`config.mk`:
```
export PLATFORM = sky130hd
export DESIGN_NAME = ir_pulse_timer_pair
export DESIGN_NICKNAME = d
export VERILOG_FILES = /design/src/shared/ir_timer_pkg.sv /design/src/hdl/ir_pulse_timer_pair.sv /design/src/hdl/glitch_filter.sv
export SDC_FILE = /design/constraint.sdc
export NUM_CORES = 1
export LEC_CHECK = 0
export ABC_AREA = 1
export BUFFER_PORTS_ARGS = -buffer_cell sky130_fd_sc_hd__clkbuf_2
export CORE_ASPECT_RATIO = 1.25
export CORE_MARGIN = 2
export CORE_UTILIZATION = 30
export CTS_CLUSTER_DIAMETER = 30
export DETAILED_ROUTE_END_ITERATION = 7
export PLACE_DENSITY = 0.55
export RECOVER_POWER = 25
export SETUP_SLACK_MARGIN = 0.2
export SYNTH_ARGS = -nofsm -noshare
export SYNTH_HDL_FRONTEND = slang
export SYNTH_SLANG_ARGS = --single-unit
```
`constraint.sdc`:
```
create_clock -name mclk -period 5 [get_ports mclk]
set_clock_uncertainty 0.1 [all_clocks]
set_input_delay 0 -clock mclk [delete_from_list [all_inputs] [get_ports mclk]]
set_output_delay 0 -clock mclk [all_outputs]
set_load 0.05 [all_outputs]
```
`src/shared/ir_timer_pkg.sv`:
```
package ir_timer_pkg;

   // Register indices on the 8-bit register port
   localparam logic [7:0] ADDR_BYTE_CTRL    = 8'h00;
   localparam logic [7:0] ADDR_SHARED_CTRL  = 8'h01;
   localparam logic [7:0] ADDR_WORD_CTRL    = 8'h02;
   localparam logic [7:0] ADDR_EXTRA_CTRL   = 8'h03;
   localparam logic [7:0] ADDR_HIGH_RELOAD  = 8'h04;
   localparam logic [7:0] ADDR_LOW_RELOAD   = 8'h05;
   localparam logic [7:0] ADDR_HIGH_CAPTURE = 8'h06;
   localparam logic [7:0] ADDR_LOW_CAPTURE  = 8'h07;
   localparam logic [7:0] ADDR_WORD_RLD_HI  = 8'h08;
   localparam logic [7:0] ADDR_WORD_RLD_LO  = 8'h09;
   localparam logic [7:0] ADDR_WORD_CAP_HI  = 8'h0a;
   localparam logic [7:0] ADDR_WORD_CAP_LO  = 8'h0b;

   // byte_timer_control fields
   localparam int BC_ENABLE   = 7;
   localparam int BC_SINGLE   = 6;
   localparam int BC_TMO_ST   = 5;
   localparam int BC_DEMOD    = 4;
   localparam int BC_EDGE_IE  = 2;
   localparam int BC_TMO_IE   = 1;

   // shared_timer_control fields
   localparam int SC_PIN_SEL  = 7;
   localparam int SC_EDGE_HI  = 5;
   localparam int SC_EDGE_LO  = 4;
   localparam int SC_FILT_HI  = 3;
   localparam int SC_FILT_LO  = 2;
   localparam int SC_INIT_VAL = 1;
   localparam int SC_POS_ST   = 1;
   localparam int SC_NEG_ST   = 0;

   // word_timer_control fields
   localparam int WC_ENABLE   = 7;
   localparam int WC_ONCE     = 6;
   localparam int WC_TMO_ST   = 5;
   localparam int WC_CAP_IE   = 2;
   localparam int WC_TMO_IE   = 1;

   // extra_timer_control: low five bits read as ones
   localparam logic [4:0] EXTRA_RSVD_VAL = 5'h1f;

   // Reset values
   localparam logic [7:0]  RST_BYTE_REG  = 8'h00;
   localparam logic [15:0] RST_WORD_REG  = 16'h0000;
   localparam logic [7:0]  RD_UNMAPPED   = 8'h00;

   // Counter constants
   localparam logic [7:0]  BYTE_RESTART  = 8'hff;
   localparam logic [15:0] WORD_ONE      = 16'h0001;
   localparam logic [7:0]  BYTE_ONE      = 8'h01;

   // Glitch filter minimum widths in clock cycles per filter code
   localparam int FILT_WIDTH_W = 4;
   localparam logic [3:0] FILT_MIN_0 = 4'h1;
   localparam logic [3:0] FILT_MIN_1 = 4'h2;
   localparam logic [3:0] FILT_MIN_2 = 4'h4;
   localparam logic [3:0] FILT_MIN_3 = 4'h8;

   // Timer tick prescale, clock cycles per tick
   localparam int TICK_DIV_DEFAULT = 1;

   typedef enum logic [1:0] {BT_OFF, BT_FIRST, BT_RUN, BT_STOP} byteState_t;

endpackage : ir_timer_pkg

```
`src/hdl/ir_pulse_timer_pair.sv`:
```
`timescale 1ns/1ps
`default_nettype none
module ir_pulse_timer_pair #(
   parameter int TICK_DIV = ir_timer_pkg::TICK_DIV_DEFAULT
) (
   input  wire logic       mclk,
   input  wire logic       rstn,
   input  wire logic       inputPinA,
   input  wire logic       inputPinB,
   input  wire logic [7:0] regAddr,
   input  wire logic [7:0] regWrData,
   input  wire logic       regWrEn,
   input  wire logic       regRdEn,
   output logic [7:0]      regRdData,
   output logic            byteTimerOutput,
   output logic            byteTimeoutIrq,
   output logic            byteEdgeIrq,
   output logic            wordCaptureIrq,
   output logic            wordTimeoutIrq
);
   import ir_timer_pkg::*;

   // Control registers
   logic [7:0]  byteCtrl_reg;
   logic [7:0]  sharedCtrl_reg;
   logic [7:0]  wordCtrl_reg;
   logic [2:0]  extraSpare_reg;
   logic [7:0]  highReload_reg;
   logic [7:0]  lowReload_reg;
   logic [15:0] wordReload_reg;
   // Status and captures
   logic        byteTmoSt_reg;
   logic        posSt_reg;
   logic        negSt_reg;
   logic        wordTmoSt_reg;
   logic [7:0]  highCapture_reg;
   logic [7:0]  lowCapture_reg;
   logic [15:0] wordCapture_reg;
   // Timer state
   byteState_t  byteState_reg;
   logic [7:0]  byteCnt_reg;
   logic [15:0] wordCnt_reg;
   logic        wordRun_reg;
   logic        wordArmed_reg;
   logic        wordOnce_reg;
   logic [7:0]  tickCnt_reg;
   logic        tick;
   // Input path
   logic        pinLevel;
   logic        filtLevel;
   logic        prevLevel_reg;
   logic        posEdge;
   logic        negEdge;
   logic        edgeEv;
   // Events
   logic        byteEn;
   logic        demodMode;
   logic        byteActive;
   logic        byteTc;
   logic        byteTmoEv;
   logic        wordEdgeCap;
   logic        wordTmoCap;
   logic        wordTmoEv;
   logic        wrByte;
   logic        wrShared;
   logic        wrWord;

   assign byteEn     = byteCtrl_reg[BC_ENABLE];
   assign demodMode  = byteCtrl_reg[BC_DEMOD];
   assign byteActive = (byteState_reg == BT_FIRST) || (byteState_reg == BT_RUN);
   assign wrByte     = regWrEn && (regAddr == ADDR_BYTE_CTRL);
   assign wrShared   = regWrEn && (regAddr == ADDR_SHARED_CTRL);
   assign wrWord     = regWrEn && (regAddr == ADDR_WORD_CTRL);

   // Timer tick prescaler
   assign tick = (tickCnt_reg == 8'(TICK_DIV - 1));
   always_ff @(posedge mclk or negedge rstn) begin
      if (!rstn) begin
         tickCnt_reg <= '0;
      end else if (tick) begin
         tickCnt_reg <= '0;
      end else begin
         tickCnt_reg <= tickCnt_reg + 8'h01;
      end
   end

   // Input select and glitch filter
   assign pinLevel = sharedCtrl_reg[SC_PIN_SEL] ? inputPinB : inputPinA;

   glitch_filter filterInst (
      .mclk    (mclk),
      .rstn    (rstn),
      .rawIn   (pinLevel),
      .filtSel (sharedCtrl_reg[SC_FILT_HI:SC_FILT_LO]),
      .filtOut (filtLevel)
   );

   // Edge detector on filtered level
   always_ff @(posedge mclk or negedge rstn) begin
      if (!rstn) begin
         prevLevel_reg <= 1'b1; // Matches filter idle level
      end else begin
         prevLevel_reg <= filtLevel;
      end
   end

   assign posEdge = filtLevel && !prevLevel_reg && sharedCtrl_reg[SC_EDGE_LO];
   assign negEdge = !filtLevel && prevLevel_reg && sharedCtrl_reg[SC_EDGE_HI];
   assign edgeEv  = posEdge || negEdge;

   // Byte timer events
   assign byteTc    = byteActive && !demodMode && tick && (byteCnt_reg == BYTE_ONE);
   assign byteTmoEv = demodMode
                      ? (byteActive && !edgeEv && tick && (byteCnt_reg == BYTE_ONE))
                      : (byteTc && (byteCtrl_reg[BC_SINGLE] || byteState_reg == BT_RUN));

   // Byte timer counter and output
   always_ff @(posedge mclk or negedge rstn) begin
      if (!rstn) begin
         byteState_reg   <= BT_OFF;
         byteCnt_reg     <= RST_BYTE_REG;
         byteTimerOutput <= 1'b1;
      end else if (!byteEn) begin
         byteState_reg   <= BT_OFF;
         byteTimerOutput <= !sharedCtrl_reg[SC_INIT_VAL];
      end else begin
         case (byteState_reg)
            BT_OFF: begin
               byteTimerOutput <= sharedCtrl_reg[SC_INIT_VAL];
               byteState_reg   <= BT_FIRST;
               if (demodMode) begin
                  byteCnt_reg <= BYTE_RESTART;
               end else if (sharedCtrl_reg[SC_INIT_VAL]) begin
                  byteCnt_reg <= highReload_reg;
               end else begin
                  byteCnt_reg <= lowReload_reg;
               end
            end
            BT_FIRST, BT_RUN: begin
               if (demodMode) begin
                  if (edgeEv) begin
                     byteCnt_reg <= BYTE_RESTART;
                  end else if (tick) begin
                     byteCnt_reg <= byteCnt_reg - BYTE_ONE;
                  end
               end else if (byteTc) begin
                  byteTimerOutput <= !byteTimerOutput;
                  if (byteCtrl_reg[BC_SINGLE]) begin
                     byteCnt_reg   <= '0;
                     byteState_reg <= BT_STOP;
                  end else begin
                     byteState_reg <= BT_RUN;
                     // Output after toggle low selects low reload
                     byteCnt_reg   <= byteTimerOutput ? lowReload_reg : highReload_reg;
                  end
               end else if (tick) begin
                  byteCnt_reg <= byteCnt_reg - BYTE_ONE;
               end
            end
            BT_STOP: begin
               byteCnt_reg <= byteCnt_reg;
            end
            default: begin
               byteState_reg <= BT_OFF;
            end
         endcase
      end
   end

   // Demodulation captures
   always_ff @(posedge mclk or negedge rstn) begin
      if (!rstn) begin
         highCapture_reg <= RST_BYTE_REG;
         lowCapture_reg  <= RST_BYTE_REG;
      end else if (demodMode && byteActive) begin
         if (negEdge) begin
            highCapture_reg <= byteCnt_reg;
         end
         if (posEdge) begin
            lowCapture_reg <= byteCnt_reg;
         end
      end
   end

   // Word timer events
   assign wordEdgeCap = wordRun_reg && edgeEv && (!wordOnce_reg || wordArmed_reg);
   assign wordTmoCap  = wordRun_reg && wordOnce_reg && byteTmoEv && !wordEdgeCap;
   assign wordTmoEv   = wordRun_reg && tick && !wordEdgeCap && (wordCnt_reg == WORD_ONE);

   // Word timer counter
   always_ff @(posedge mclk or negedge rstn) begin
      if (!rstn) begin
         wordCnt_reg <= RST_WORD_REG;
         wordRun_reg <= 1'b0;
      end else if (!wordCtrl_reg[WC_ENABLE]) begin
         wordRun_reg <= 1'b0;
      end else if (!wordRun_reg) begin
         wordCnt_reg <= wordReload_reg;
         wordRun_reg <= 1'b1;
      end else if (wordEdgeCap) begin
         wordCnt_reg <= wordReload_reg;
      end else if (tick) begin
         wordCnt_reg <= wordCnt_reg - WORD_ONE;
      end
   end

   // Word capture register
   always_ff @(posedge mclk or negedge rstn) begin
      if (!rstn) begin
         wordCapture_reg <= RST_WORD_REG;
      end else if (wordEdgeCap || wordTmoCap) begin
         wordCapture_reg <= wordCnt_reg;
      end
   end

   // Once-mode arming, re-armed by mode bit rising
   always_ff @(posedge mclk or negedge rstn) begin
      if (!rstn) begin
         wordOnce_reg  <= 1'b0;
         wordArmed_reg <= 1'b1;
      end else begin
         wordOnce_reg <= wordCtrl_reg[WC_ONCE];
         if (wordCtrl_reg[WC_ONCE] && !wordOnce_reg) begin
            wordArmed_reg <= 1'b1;
         end else if (!wordRun_reg) begin
            wordArmed_reg <= 1'b1;
         end else if (wordEdgeCap) begin
            wordArmed_reg <= 1'b0;
         end
      end
   end

   // Control register writes
   always_ff @(posedge mclk or negedge rstn) begin
      if (!rstn) begin
         byteCtrl_reg   <= RST_BYTE_REG;
         sharedCtrl_reg <= RST_BYTE_REG;
         wordCtrl_reg   <= RST_BYTE_REG;
         extraSpare_reg <= '0;
         highReload_reg <= RST_BYTE_REG;
         lowReload_reg  <= RST_BYTE_REG;
         wordReload_reg <= RST_WORD_REG;
      end else if (regWrEn) begin
         case (regAddr)
            ADDR_BYTE_CTRL:   byteCtrl_reg <= regWrData;
            ADDR_SHARED_CTRL: begin
               sharedCtrl_reg[7:2] <= regWrData[7:2];
               // In demod mode these bits clear edge status instead
               if (!demodMode) begin
                  sharedCtrl_reg[1:0] <= regWrData[1:0];
               end
            end
            ADDR_WORD_CTRL:   wordCtrl_reg <= regWrData;
            ADDR_EXTRA_CTRL:  extraSpare_reg <= regWrData[7:5];
            ADDR_HIGH_RELOAD: highReload_reg <= regWrData;
            ADDR_LOW_RELOAD:  lowReload_reg <= regWrData;
            ADDR_WORD_RLD_HI: wordReload_reg[15:8] <= regWrData;
            ADDR_WORD_RLD_LO: wordReload_reg[7:0] <= regWrData;
            default: begin
               extraSpare_reg <= extraSpare_reg;
            end
         endcase
      end
   end

   // Sticky status, set wins over write-one clear
   always_ff @(posedge mclk or negedge rstn) begin
      if (!rstn) begin
         byteTmoSt_reg <= 1'b0;
         posSt_reg     <= 1'b0;
         negSt_reg     <= 1'b0;
         wordTmoSt_reg <= 1'b0;
      end else begin
         if (byteTmoEv) begin
            byteTmoSt_reg <= 1'b1;
         end else if (wrByte && regWrData[BC_TMO_ST]) begin
            byteTmoSt_reg <= 1'b0;
         end
         if (demodMode && byteActive && posEdge) begin
            posSt_reg <= 1'b1;
         end else if (wrShared && demodMode && regWrData[SC_POS_ST]) begin
            posSt_reg <= 1'b0;
         end
         if (demodMode && byteActive && negEdge) begin
            negSt_reg <= 1'b1;
         end else if (wrShared && demodMode && regWrData[SC_NEG_ST]) begin
            negSt_reg <= 1'b0;
         end
         if (wordTmoEv) begin
            wordTmoSt_reg <= 1'b1;
         end else if (wrWord && regWrData[WC_TMO_ST]) begin
            wordTmoSt_reg <= 1'b0;
         end
      end
   end

   // Interrupt request pulses
   always_ff @(posedge mclk or negedge rstn) begin
      if (!rstn) begin
         byteTimeoutIrq <= 1'b0;
         byteEdgeIrq    <= 1'b0;
         wordCaptureIrq <= 1'b0;
         wordTimeoutIrq <= 1'b0;
      end else begin
         byteTimeoutIrq <= byteTmoEv && byteCtrl_reg[BC_TMO_IE];
         byteEdgeIrq    <= demodMode && byteActive && edgeEv && byteCtrl_reg[BC_EDGE_IE];
         wordCaptureIrq <= (wordEdgeCap || wordTmoCap) && wordCtrl_reg[WC_CAP_IE];
         wordTimeoutIrq <= wordTmoEv && wordCtrl_reg[WC_TMO_IE];
      end
   end

   // Registered read port
   always_ff @(posedge mclk or negedge rstn) begin
      if (!rstn) begin
         regRdData <= RD_UNMAPPED;
      end else if (regRdEn) begin
         case (regAddr)
            ADDR_BYTE_CTRL: regRdData <= {byteCtrl_reg[7:6], byteTmoSt_reg, byteCtrl_reg[4:0]};
            ADDR_SHARED_CTRL: begin
               regRdData <= demodMode ? {sharedCtrl_reg[7:2], posSt_reg, negSt_reg}
                                      : sharedCtrl_reg;
            end
            ADDR_WORD_CTRL:    regRdData <= {wordCtrl_reg[7:6], wordTmoSt_reg, wordCtrl_reg[4:0]};
            ADDR_EXTRA_CTRL:   regRdData <= {extraSpare_reg, EXTRA_RSVD_VAL};
            ADDR_HIGH_RELOAD:  regRdData <= highReload_reg;
            ADDR_LOW_RELOAD:   regRdData <= lowReload_reg;
            ADDR_HIGH_CAPTURE: regRdData <= highCapture_reg;
            ADDR_LOW_CAPTURE:  regRdData <= lowCapture_reg;
            ADDR_WORD_RLD_HI:  regRdData <= wordReload_reg[15:8];
            ADDR_WORD_RLD_LO:  regRdData <= wordReload_reg[7:0];
            ADDR_WORD_CAP_HI:  regRdData <= wordCapture_reg[15:8];
            ADDR_WORD_CAP_LO:  regRdData <= wordCapture_reg[7:0];
            default:           regRdData <= RD_UNMAPPED;
         endcase
      end
   end

endmodule : ir_pulse_timer_pair
`default_nettype wire

```
`src/hdl/glitch_filter.sv`:
```
`timescale 1ns/1ps
`default_nettype none
module glitch_filter (
   input  wire logic       mclk,
   input  wire logic       rstn,
   input  wire logic       rawIn,
   input  wire logic [1:0] filtSel,
   output logic            filtOut
);
   import ir_timer_pkg::*;

   logic [FILT_WIDTH_W-1:0] minWidth;
   logic [FILT_WIDTH_W-1:0] runCnt_reg;
   logic [FILT_WIDTH_W-1:0] runCnt_next;

   // Minimum accepted pulse width per code
   always_comb begin
      case (filtSel)
         2'b00:   minWidth = FILT_MIN_0;
         2'b01:   minWidth = FILT_MIN_1;
         2'b10:   minWidth = FILT_MIN_2;
         default: minWidth = FILT_MIN_3;
      endcase
   end

   assign runCnt_next = runCnt_reg + 1'b1;

   // Level accepted only after it persists minWidth cycles
   always_ff @(posedge mclk or negedge rstn) begin
      if (!rstn) begin
         runCnt_reg <= '0;
         filtOut    <= 1'b1; // Pulled-up idle level, no edge after reset
      end else if (rawIn == filtOut) begin
         runCnt_reg <= '0;
      end else if (runCnt_next >= minWidth) begin
         filtOut    <= rawIn;
         runCnt_reg <= '0;
      end else begin
         runCnt_reg <= runCnt_next;
      end
   end

endmodule : glitch_filter
`default_nettype wire

```
==> flow_summary.toml, run 1 <==
[outcome]
outcome = "finished, violations left"
violations = "capacitance limit, slew limit"

[drt]
drc_errors = 0
detail-route-antenna-nets = 0
viasPerCell = 4.89
routedWlPerCell_um = 16.6
first_pass_iters = 5
wl_um = 24100
vias = 7094
drt-initial-drc-count = 426

[floorplan]
core_area_um2 = 26700
num_rows = 67
die_x_um = 151
die_h_um = 187
dieArea_um2 = 28200
start_util = 0.303
pin_count = 35

[worst_setup_path]
crit_path_top_delay_cell = "clkbuf_2"
critPathBufInv = 3
crit_chain = "dlygate4sd3_1, clkbuf_2, buf_4"
critPathLaunchType = "input pin"
timing.rr.end = "wordCapture_reg[0]"
rrSetupSlack_ps = 2320
cp_max_fo = 103
r2r-start = "byteState_reg[1]"
crit_required_ps = 5410
reg2reg_depth = 10
slowest_delay_ps = 1820
cp_top_family = "buffers and inverters"
arrival_ps = 3200
crit_type = "in2async"
cp-end-kind = "asynchronous set/reset pin"

[placed_design]
placement.io_buffers = 34
gp_congestion = 0.846
dp_hpwl_um = 17200

[layout]
final_common_cell = "nand2_1"
fin_nets = 1128
final_cell_mix = "317 x nand2_1, 145 x dfrtp_1, 121 x o21ai_0"
syn2layout_area_growth_pct = 14.1
drive_gt1_frac = 0.0941
diodes = 0
fillerInstances = 2853

[synthesis]
synth-seq-cells = 149
synth_ff_type = "dfrtp_1"
synthTopCellsByArea = "dfrtp_1 45%, nand2_1 15%, o21ai_0 7.5%, nand3_1 6.7%, nor2_1 4.4%"
synth-xor-area-share = 0.0119
syn_area_um2 = 8070
synthArstFlopShare = 1.00
synth-seq-area-share = 0.463
ys_types = 46
synth_top_area_share = 0.450
netlist_instances = 1058
synth_top_family_by_area = "simple AND/OR/NAND/NOR gates"
synth_mux_area_frac = 0.00124
synth_edf_count = 0
syn_avg_cell_area_um2 = 7.63
synth_fp_nets = 1094
synth_compound_area_frac = 0.123
ys.warnings.count = 0
yosys.area_share.simple = 0.314
synth_top_area_cell = "dfrtp_1"
synth_fa_ha_area_frac = 0.0217

[power]
ir_worst_vdd_mv = 0.187
p_leak_nw = 4.52
p_per_area_nw_per_um2 = 356

[sta]
max_freq_mhz = 359
setup_viol = 0
fin_setup_tns_ps = 0
worst_slew_pin_slew_ps = 2700
finalMaxSlewViolations = 104
rsz0062_at_grt = "false"
timing_hold_violations_final = 0
whs_ps = 37.5
slew-limit-headroom = -0.802
layout_min_cycle_time_ps = 2780
period_share = 0.557

[hold_path]
hold_path_startpoint = "regWrEn"
whs_path_depth = 3
hold_end = "sharedCtrl_reg[1]"
hp-class = "in2reg"

[clock_tree]
cts_buffer_depth = 2
htreeDepth = 4
clock-sinks = 149
post_cts_buffers = 0
cts_root_buffer = "clkbuf_16"
hold_buffers = 12
cts_made_buffers = 17
cts_tree = "yes"
clk_latency_ps = 440
clkTransAtPathRegs_ps = 70
cts_resized = 0

[global_routing]
antenna_found_initial = 0
grt_pass1_vias = 7117
grt_pass1_wl_um = 38500
grt.total_usage = 0.177
grt_max_degree = 104
grt-ovfl-total = 0

[run]
drv_cap = 1
-- routing by layer --
layer / part of all wire / track usage / up-vias
li1: - / - / 3514
met4: 0.023 / 0.0561 / 0
met5: 0 / 0 / -
met2: 0.52 / 0.319 / 150
met3: 0.030 / 0.0293 / 37
met1: 0.43 / 0.213 / 3393
-- cells in the mapped netlist (all sizes together) (2+ instances only) --
library cell,n
inv,93
dfrtp,145
nor3,8
o31ai,2
a211oi,6
nand4,10
o22ai,4
ha,14
nand2,336
o211ai,5
clkinv,3
xor2,9
nand3,112
clkbuf,14
a21oi,28
a21boi,2
xnor2,2
nor2,103
o21bai,2
buf,18
a31oi,3
or2,2
o21ai,129
dfstp,4
-- cell families (layout without fill, tap and decap cells) --
logic type / after synthesis / in the layout
adders and majority gates: 14 / 14
AOI/OAI and AO/OA: 182 / 182
DFF: 149 / 149
xor gates and xnor gates: 11 / 11
muxes: 1 / 1
buffers and inverters: 128 / 175
and+or+nand+nor: 573 / 573
-- final cells by class --
| type | instances | area, um2 | area share |
|---|---|---|---|
| Multi-Input combinational cell | 781 | 3810 | 0.413 |
| Clock inverter | 10 | 123 | 0.0133 |
| Tap cell | 345 | 432 | 0.0469 |
| Timing Repair Buffer | 47 | 284 | 0.0308 |
| Inverter | 96 | 365 | 0.0397 |
| Clock buffer | 22 | 464 | 0.0504 |
| Sequential cell | 149 | 3730 | 0.405 |
-- how the worst max path moves through the flow --
stage / startpoint / end / slack, ps / cells after the start
global placement: byteState_reg[1] / wordCapture_reg[0] / 2410 / 10
floorplan: byteState_reg[1] / wordCapture_reg[10] / 3060 / 12
CTS: byteState_reg[1] / wordCapture_reg[0] / 2360 / 10
global route: rstn / wordReload_reg[9] / 1660 / 3
detailed placement: byteState_reg[1] / wordCapture_reg[0] / 2390 / 10
finish: rstn / regRdData[5] / 2220 / 3
-- per-stage QoR --
stage / util / instance area (um2) / cells / setup WS, ps / power (mW)
6_report: 0.345 / 9210 / 1450 / 2220 / 3.28
5_1_grt: 0.345 / 9210 / 1450 / 1660 / 3.45
4_1_cts: 0.346 / 9230 / 1450 / 2360 / 3.29
3_5_place_dp: 0.320 / 8520 / 1406 / 2390 / 1.99
3_3_place_gp: 0.320 / 8520 / 1406 / 2410 / 1.98
2_1_floorplan: - / 8070 / 1058 / 3060 / 1.80
-- worst min-delay path, cell delays in order --
cell      delay [ps]
clkbuf_2         220
nand3_1          210
o21ai_0           90
-- where the power goes --
part	switching, mW	internal [mW]
combinational	0.377	0.187
clock	0.533	0.766
sequential	0.127	1.29
Note: power is estimated with default switching activity, not from simulation.
==> run 2: changes to the inputs <==
==> constraint.sdc (replaced) <==
create_clock -name mclk -period 2.8 [get_ports mclk]
set_clock_uncertainty 0.1 [all_clocks]
set_input_delay 0 -clock mclk [delete_from_list [all_inputs] [get_ports mclk]]
set_output_delay 0 -clock mclk [all_outputs]
set_load 0.05 [all_outputs]
==> run 2 against run 1 <==
Compared with the run above: the run ends with hold timing, capacitance limit, slew limit left; worst hold slack lost 46 ps; worst setup slack got worse by 1700 ps; register-to-register slack worse by 1800 ps; final area increased by 1.4%; sequential cell count unchanged; combinational power is 79% higher; core utilization grew 0.48 points; total power increased by 79%; sequential share of layout area down 0.56 points; die area did not move; largest power group unchanged.
==> flow_summary.toml, run 2 (synthesis gave the netlist of run 1 again) <==
[placed_design]
dp_hpwl_um = 17300
gp_congestion = 0.868
placement.io_buffers = 34
place_ws_ps = 522
dpl_cell_area_um2 = 8630

[sta]
slew-limit-headroom = -0.199
period_share = 0.817
setup_viol = 0
finalMaxSlewViolations = 110
max_freq_mhz = 437
fin_setup_tns_ps = 0
rsz0062_at_grt = "false"
fin_ws_ps = 512
worst_slew_pin_slew_ps = 1800
timing_hold_violations_final = 3
whs_ps = -8.06
layout_min_cycle_time_ps = 2290

[drt]
vias = 7123
first_pass_iters = 5
drt-initial-drc-count = 512
detail-route-antenna-nets = 0
viasPerCell = 4.87
wl_um = 23400
drc_errors = 0
routedWlPerCell_um = 16.0

[clock_tree]
cts_buffer_depth = 2
cts_resized = 0
clock-sinks = 149
clk_latency_ps = 430
cts_made_buffers = 17
post_cts_buffers = 0
cts_root_buffer = "clkbuf_16"
clkTransAtPathRegs_ps = 60
htreeDepth = 4
cts_tree = "yes"
hold_buffers = 13

[layout]
final_cell_mix = "317 x nand2_1, 145 x dfrtp_1, 121 x o21ai_0"
syn2layout_area_growth_pct = 15.7
fin_nets = 1142
drive_gt1_frac = 0.116
diodes = 0
final_common_cell = "nand2_1"
final_area_um2 = 9340

[worst_setup_path]
crit_type = "reg2reg"
slowest_delay_ps = 490
crit_chain = "inv_1, ha_1, inv_1, nor2_2, nand3_4, o21ai_4, nand2_4, nand2_8, nand2_1, nand2_1"
crit_required_ps = 3070
critPathLaunchType = "flip-flop"
cp_top_family = "simple AND/OR/NAND/NOR gates"
cp_max_fo = 18
cp-end-kind = "flip-flop"
critPathBufInv = 2
arrival_ps = 2550
crit_path_top_delay_cell = "ha_1"

[floorplan]
dieArea_um2 = 28200
pin_count = 35
die_h_um = 187
num_rows = 67
core_area_um2 = 26700
start_util = 0.303
die_x_um = 151

[global_routing]
grt-ovfl-total = 0
grt_pass1_wl_um = 38000
grt_max_degree = 73
antenna_found_initial = 0
grt_pass1_vias = 6934
grt.total_usage = 0.175

[power]
power_mw = 5.86
p_per_area_nw_per_um2 = 628
p_leak_nw = 4.65
ir_worst_vdd_mv = 0.340

[run]
drv_cap = 2

[outcome]
violations = "hold timing, capacitance limit, slew limit"
outcome = "finished, violations left"

[hold_path]
hp-class = "in2reg"
[run 2: cell count changes in the layout (fill, tap and decap cells not counted), moves of 2 or more]
| cell | change |
|---|---|
| clkbuf_2 | +11 |
| clkbuf_1 | -12 |
| buf_4 | +12 |
| inv_6 | +2 |
| clkinv_4 | -2 |
[run 2: layout make-up]
class                   instances  area [um2]
clock buffers                  20         457
clock inverters                12         139
fillers                      2844       17300
inverters                      96         365
multi-input cells             781        3810
flip-flops and latches        149        3730
well taps                     345         432
repair buffers                 61         404
[run 2: worst register-to-register path, cell delays in order, from the launching register on]
cell and delay (ps):
dfrtp_1 370, inv_1 60, ha_1 490, inv_1 150, nor2_2 170, nand3_4 160
o21ai_4 220, nand2_4 180, nand2_8 190, nand2_1 70, nand2_1 70
[run 2: stage by stage]
stage	instances	util
floorplan	1058	-
global placement	1419	0.324
detailed placement	1419	0.324
CTS	1464	0.351
global route	1464	0.350
finish	1464	0.350
[run 2: report_power, final]
group | total, mW | switching, mW | internal (mW) | leakage, nW
logic | 1.01 | 0.670 | 0.341 | 2.35
clock network | 2.34 | 0.962 | 1.37 | 0.286
registers | 2.52 | 0.216 | 2.30 | 2.01
[run 2: worst paths after layout]
check,start,to,slack (ps),cells past startpoint
worst max-delay path,byteState_reg[1],wordCapture_reg[5],510,10
worst max register to register,byteState_reg[1],wordCapture_reg[5],510,10
worst min-delay path,inputPinA,filterInst.runCnt_reg[3],-8,5
max in group asynchronous,rstn,filterInst.runCnt_reg[1],640,3
min in group asynchronous,rstn,wordArmed_reg,180,2
worst min register to register,filterInst.filtOut,prevLevel_reg,300,0
[run 2: per-layer routing]
layer  up-vias  part of all wire  global-route usage
met4         0             0.032              0.0705
met3        37             0.032              0.0288
met1      3402              0.42               0.212
met2       141              0.52               0.304
met5         -                 0                   0
li1       3543                 -                   -
==> run 3: changes to the inputs <==
--- a/config.mk
+++ b/config.mk
@@ -12,7 +12,7 @@
 export CORE_UTILIZATION = 30
 export CTS_CLUSTER_DIAMETER = 30
 export DETAILED_ROUTE_END_ITERATION = 7
-export PLACE_DENSITY = 0.55
+export PLACE_DENSITY = 0.56
 export RECOVER_POWER = 25
 export SETUP_SLACK_MARGIN = 0.2
 export SYNTH_ARGS = -nofsm -noshare
==> constraint.sdc (replaced) <==
create_clock -name mclk -period 2 [get_ports mclk]
set_clock_uncertainty 0.1 [all_clocks]
set_input_delay 0 -clock mclk [delete_from_list [all_inputs] [get_ports mclk]]
set_output_delay 0 -clock mclk [all_outputs]
set_load 0.05 [all_outputs]
==> run 3 against run 2 <==
Compared with the run above: the flow finishes with violations (capacitance limit, slew limit); critical path depth up 1; critical endpoint is now wordCapture_reg[6]; core utilization is 3.3 points higher; cell count grew 3.7%; critical path type unchanged.
==> flow_summary.toml, run 3 (synthesis gave the netlist of run 1 again) <==
[drt]
wl_um = 25300
vias = 7497
viasPerCell = 4.94
drt-initial-drc-count = 517
routedWlPerCell_um = 16.6
detail-route-antenna-nets = 0
drc_errors = 0
first_pass_iters = 5

[worst_setup_path]
cp-end-kind = "flip-flop"
slowest_delay_ps = 600
arrival_ps = 2080
crit_top_cell = "nand2_8"
crit_chain = "buf_4, nand3_4, nand2_8, inv_2, nand3_4, o21ai_4, buf_12, nand2_8, nand2_8, nand2_2, nand2_1"
critPathBufInv = 3
crit_path_top_delay_cell = "dfstp_1"
cp_max_fo = 8
crit_required_ps = 2220
critPathLaunchType = "flip-flop"
crit_type = "reg2reg"
cp_top_family = "simple AND/OR/NAND/NOR gates"

[run]
drv_cap = 1

[clock_tree]
cts_root_buffer = "clkbuf_16"
cts_made_buffers = 17
cts_tree = "yes"
clk_latency_ps = 440
htreeDepth = 4
clock-sinks = 149
clkTransAtPathRegs_ps = 70
cts_buffer_depth = 2

[global_routing]
grt_pass1_vias = 7242
grt_max_degree = 56
grt.total_usage = 0.182
grt-ovfl-total = 0
grt_pass1_wl_um = 39500
antenna_found_initial = 0

[floorplan]
core_area_um2 = 26700
num_rows = 67
die_x_um = 151
die_h_um = 187
pin_count = 35
dieArea_um2 = 28200
start_util = 0.303

[sta]
timing_hold_violations_final = 0
finalMaxSlewViolations = 53
slew-limit-headroom = -0.00398
period_share = 0.928
fin_ws_ps = 144
layout_min_cycle_time_ps = 1860
max_freq_mhz = 539
worst_slew_pin_slew_ps = 1510
setup_viol = 0
rsz0062_at_grt = "true"
whs_ps = 48.3

[placed_design]
gp_congestion = 0.942
dp_hpwl_um = 18200
place_ws_ps = -4.27
placement.io_buffers = 34

[outcome]
violations = "capacitance limit, slew limit"
outcome = "finished, violations left"

[layout]
final_util = 0.383
fin_nets = 1196
fillerInstances = 2749
final_common_cell = "nand2_1"
diodes = 0
syn2layout_area_growth_pct = 26.6
final_cell_mix = "305 x nand2_1, 144 x dfrtp_1, 115 x o21ai_0"
drive_gt1_frac = 0.208

[power]
power_mw = 8.67
p_per_area_nw_per_um2 = 849
p_leak_nw = 5.00
ir_worst_vdd_mv = 0.573

[hold_path]
hp-class = "in2reg"
## run 3: cell count changes in the layout (fill, tap and decap cells not counted), sizes merged
cell	delta
dlygate4sd3	+1
nand2	+3
dlymetal6s4s	-1
bufinv	+1
inv	-1
buf	+50
clkbuf	+1
## run 3: where the power goes
part / switching (mW) / total (mW) / internal [mW]
Combinational: 1.10 / 1.76 / 0.658
Sequential: 0.274 / 3.50 / 3.22
Clock: 1.39 / 3.42 / 2.02
Total: 2.77 / 8.67 / 5.91
## run 3: worst paths after layout
path	from	end	slack, ps	cells after the start
setup / recovery	filterInst.filtOut	wordCapture_reg[6]	140	11
setup reg to reg	filterInst.filtOut	wordCapture_reg[6]	140	11
min in group asynchronous	rstn	wordCnt_reg[9]	370	2
hold / removal	regWrEn	sharedCtrl_reg[1]	50	3
max in group asynchronous	rstn	wordArmed_reg	390	3
hold reg to reg	filterInst.filtOut	prevLevel_reg	320	0
## run 3: area by class of cell
class | instances | area, um2 | area share
Clock inverter | 12 | 170 | 0.0167
Sequential cell | 149 | 3730 | 0.365
Tap cell | 345 | 432 | 0.0422
Multi-Input combinational cell | 784 | 4140 | 0.405
Timing Repair Buffer | 112 | 915 | 0.0895
Inverter | 96 | 378 | 0.0370
Clock buffer | 20 | 447 | 0.0437
## run 3: worst min-delay path: cells and delay by family
family	cells	cell delay [ps]
buf+inv	1	220
simple gates	1	220
compound gates	1	100
## run 3: what timing repair did
item,in CTS,in global routing
endpoints found under the hold margin,219,0
cloned,3,2
pin swaps,14,15
hold buffers,13,0
setup buffers,11,10
setup endpoints to repair,48,66
gates resized for setup,26,66
## run 3: metal layers
metal | GRT usage | vias up | wire [um]
li1 | - | 3650 | -
met1 | 0.213 | 3579 | 10100
met2 | 0.324 | 219 | 13200
met3 | 0.0256 | 49 | 967
met4 | 0.0852 | 0 | 943
met5 | 0 | - | 0
## run 3: metrics by stage
stage	std cells	setup TNS (ps)	instance area, um2
3_5_place_dp	1447	-4.27	8890
4_1_cts	1506	0	9900
2_1_floorplan	1058	0	8110
6_report	1518	0	10200
5_1_grt	1518	0	10200
3_3_place_gp	1447	0	8890
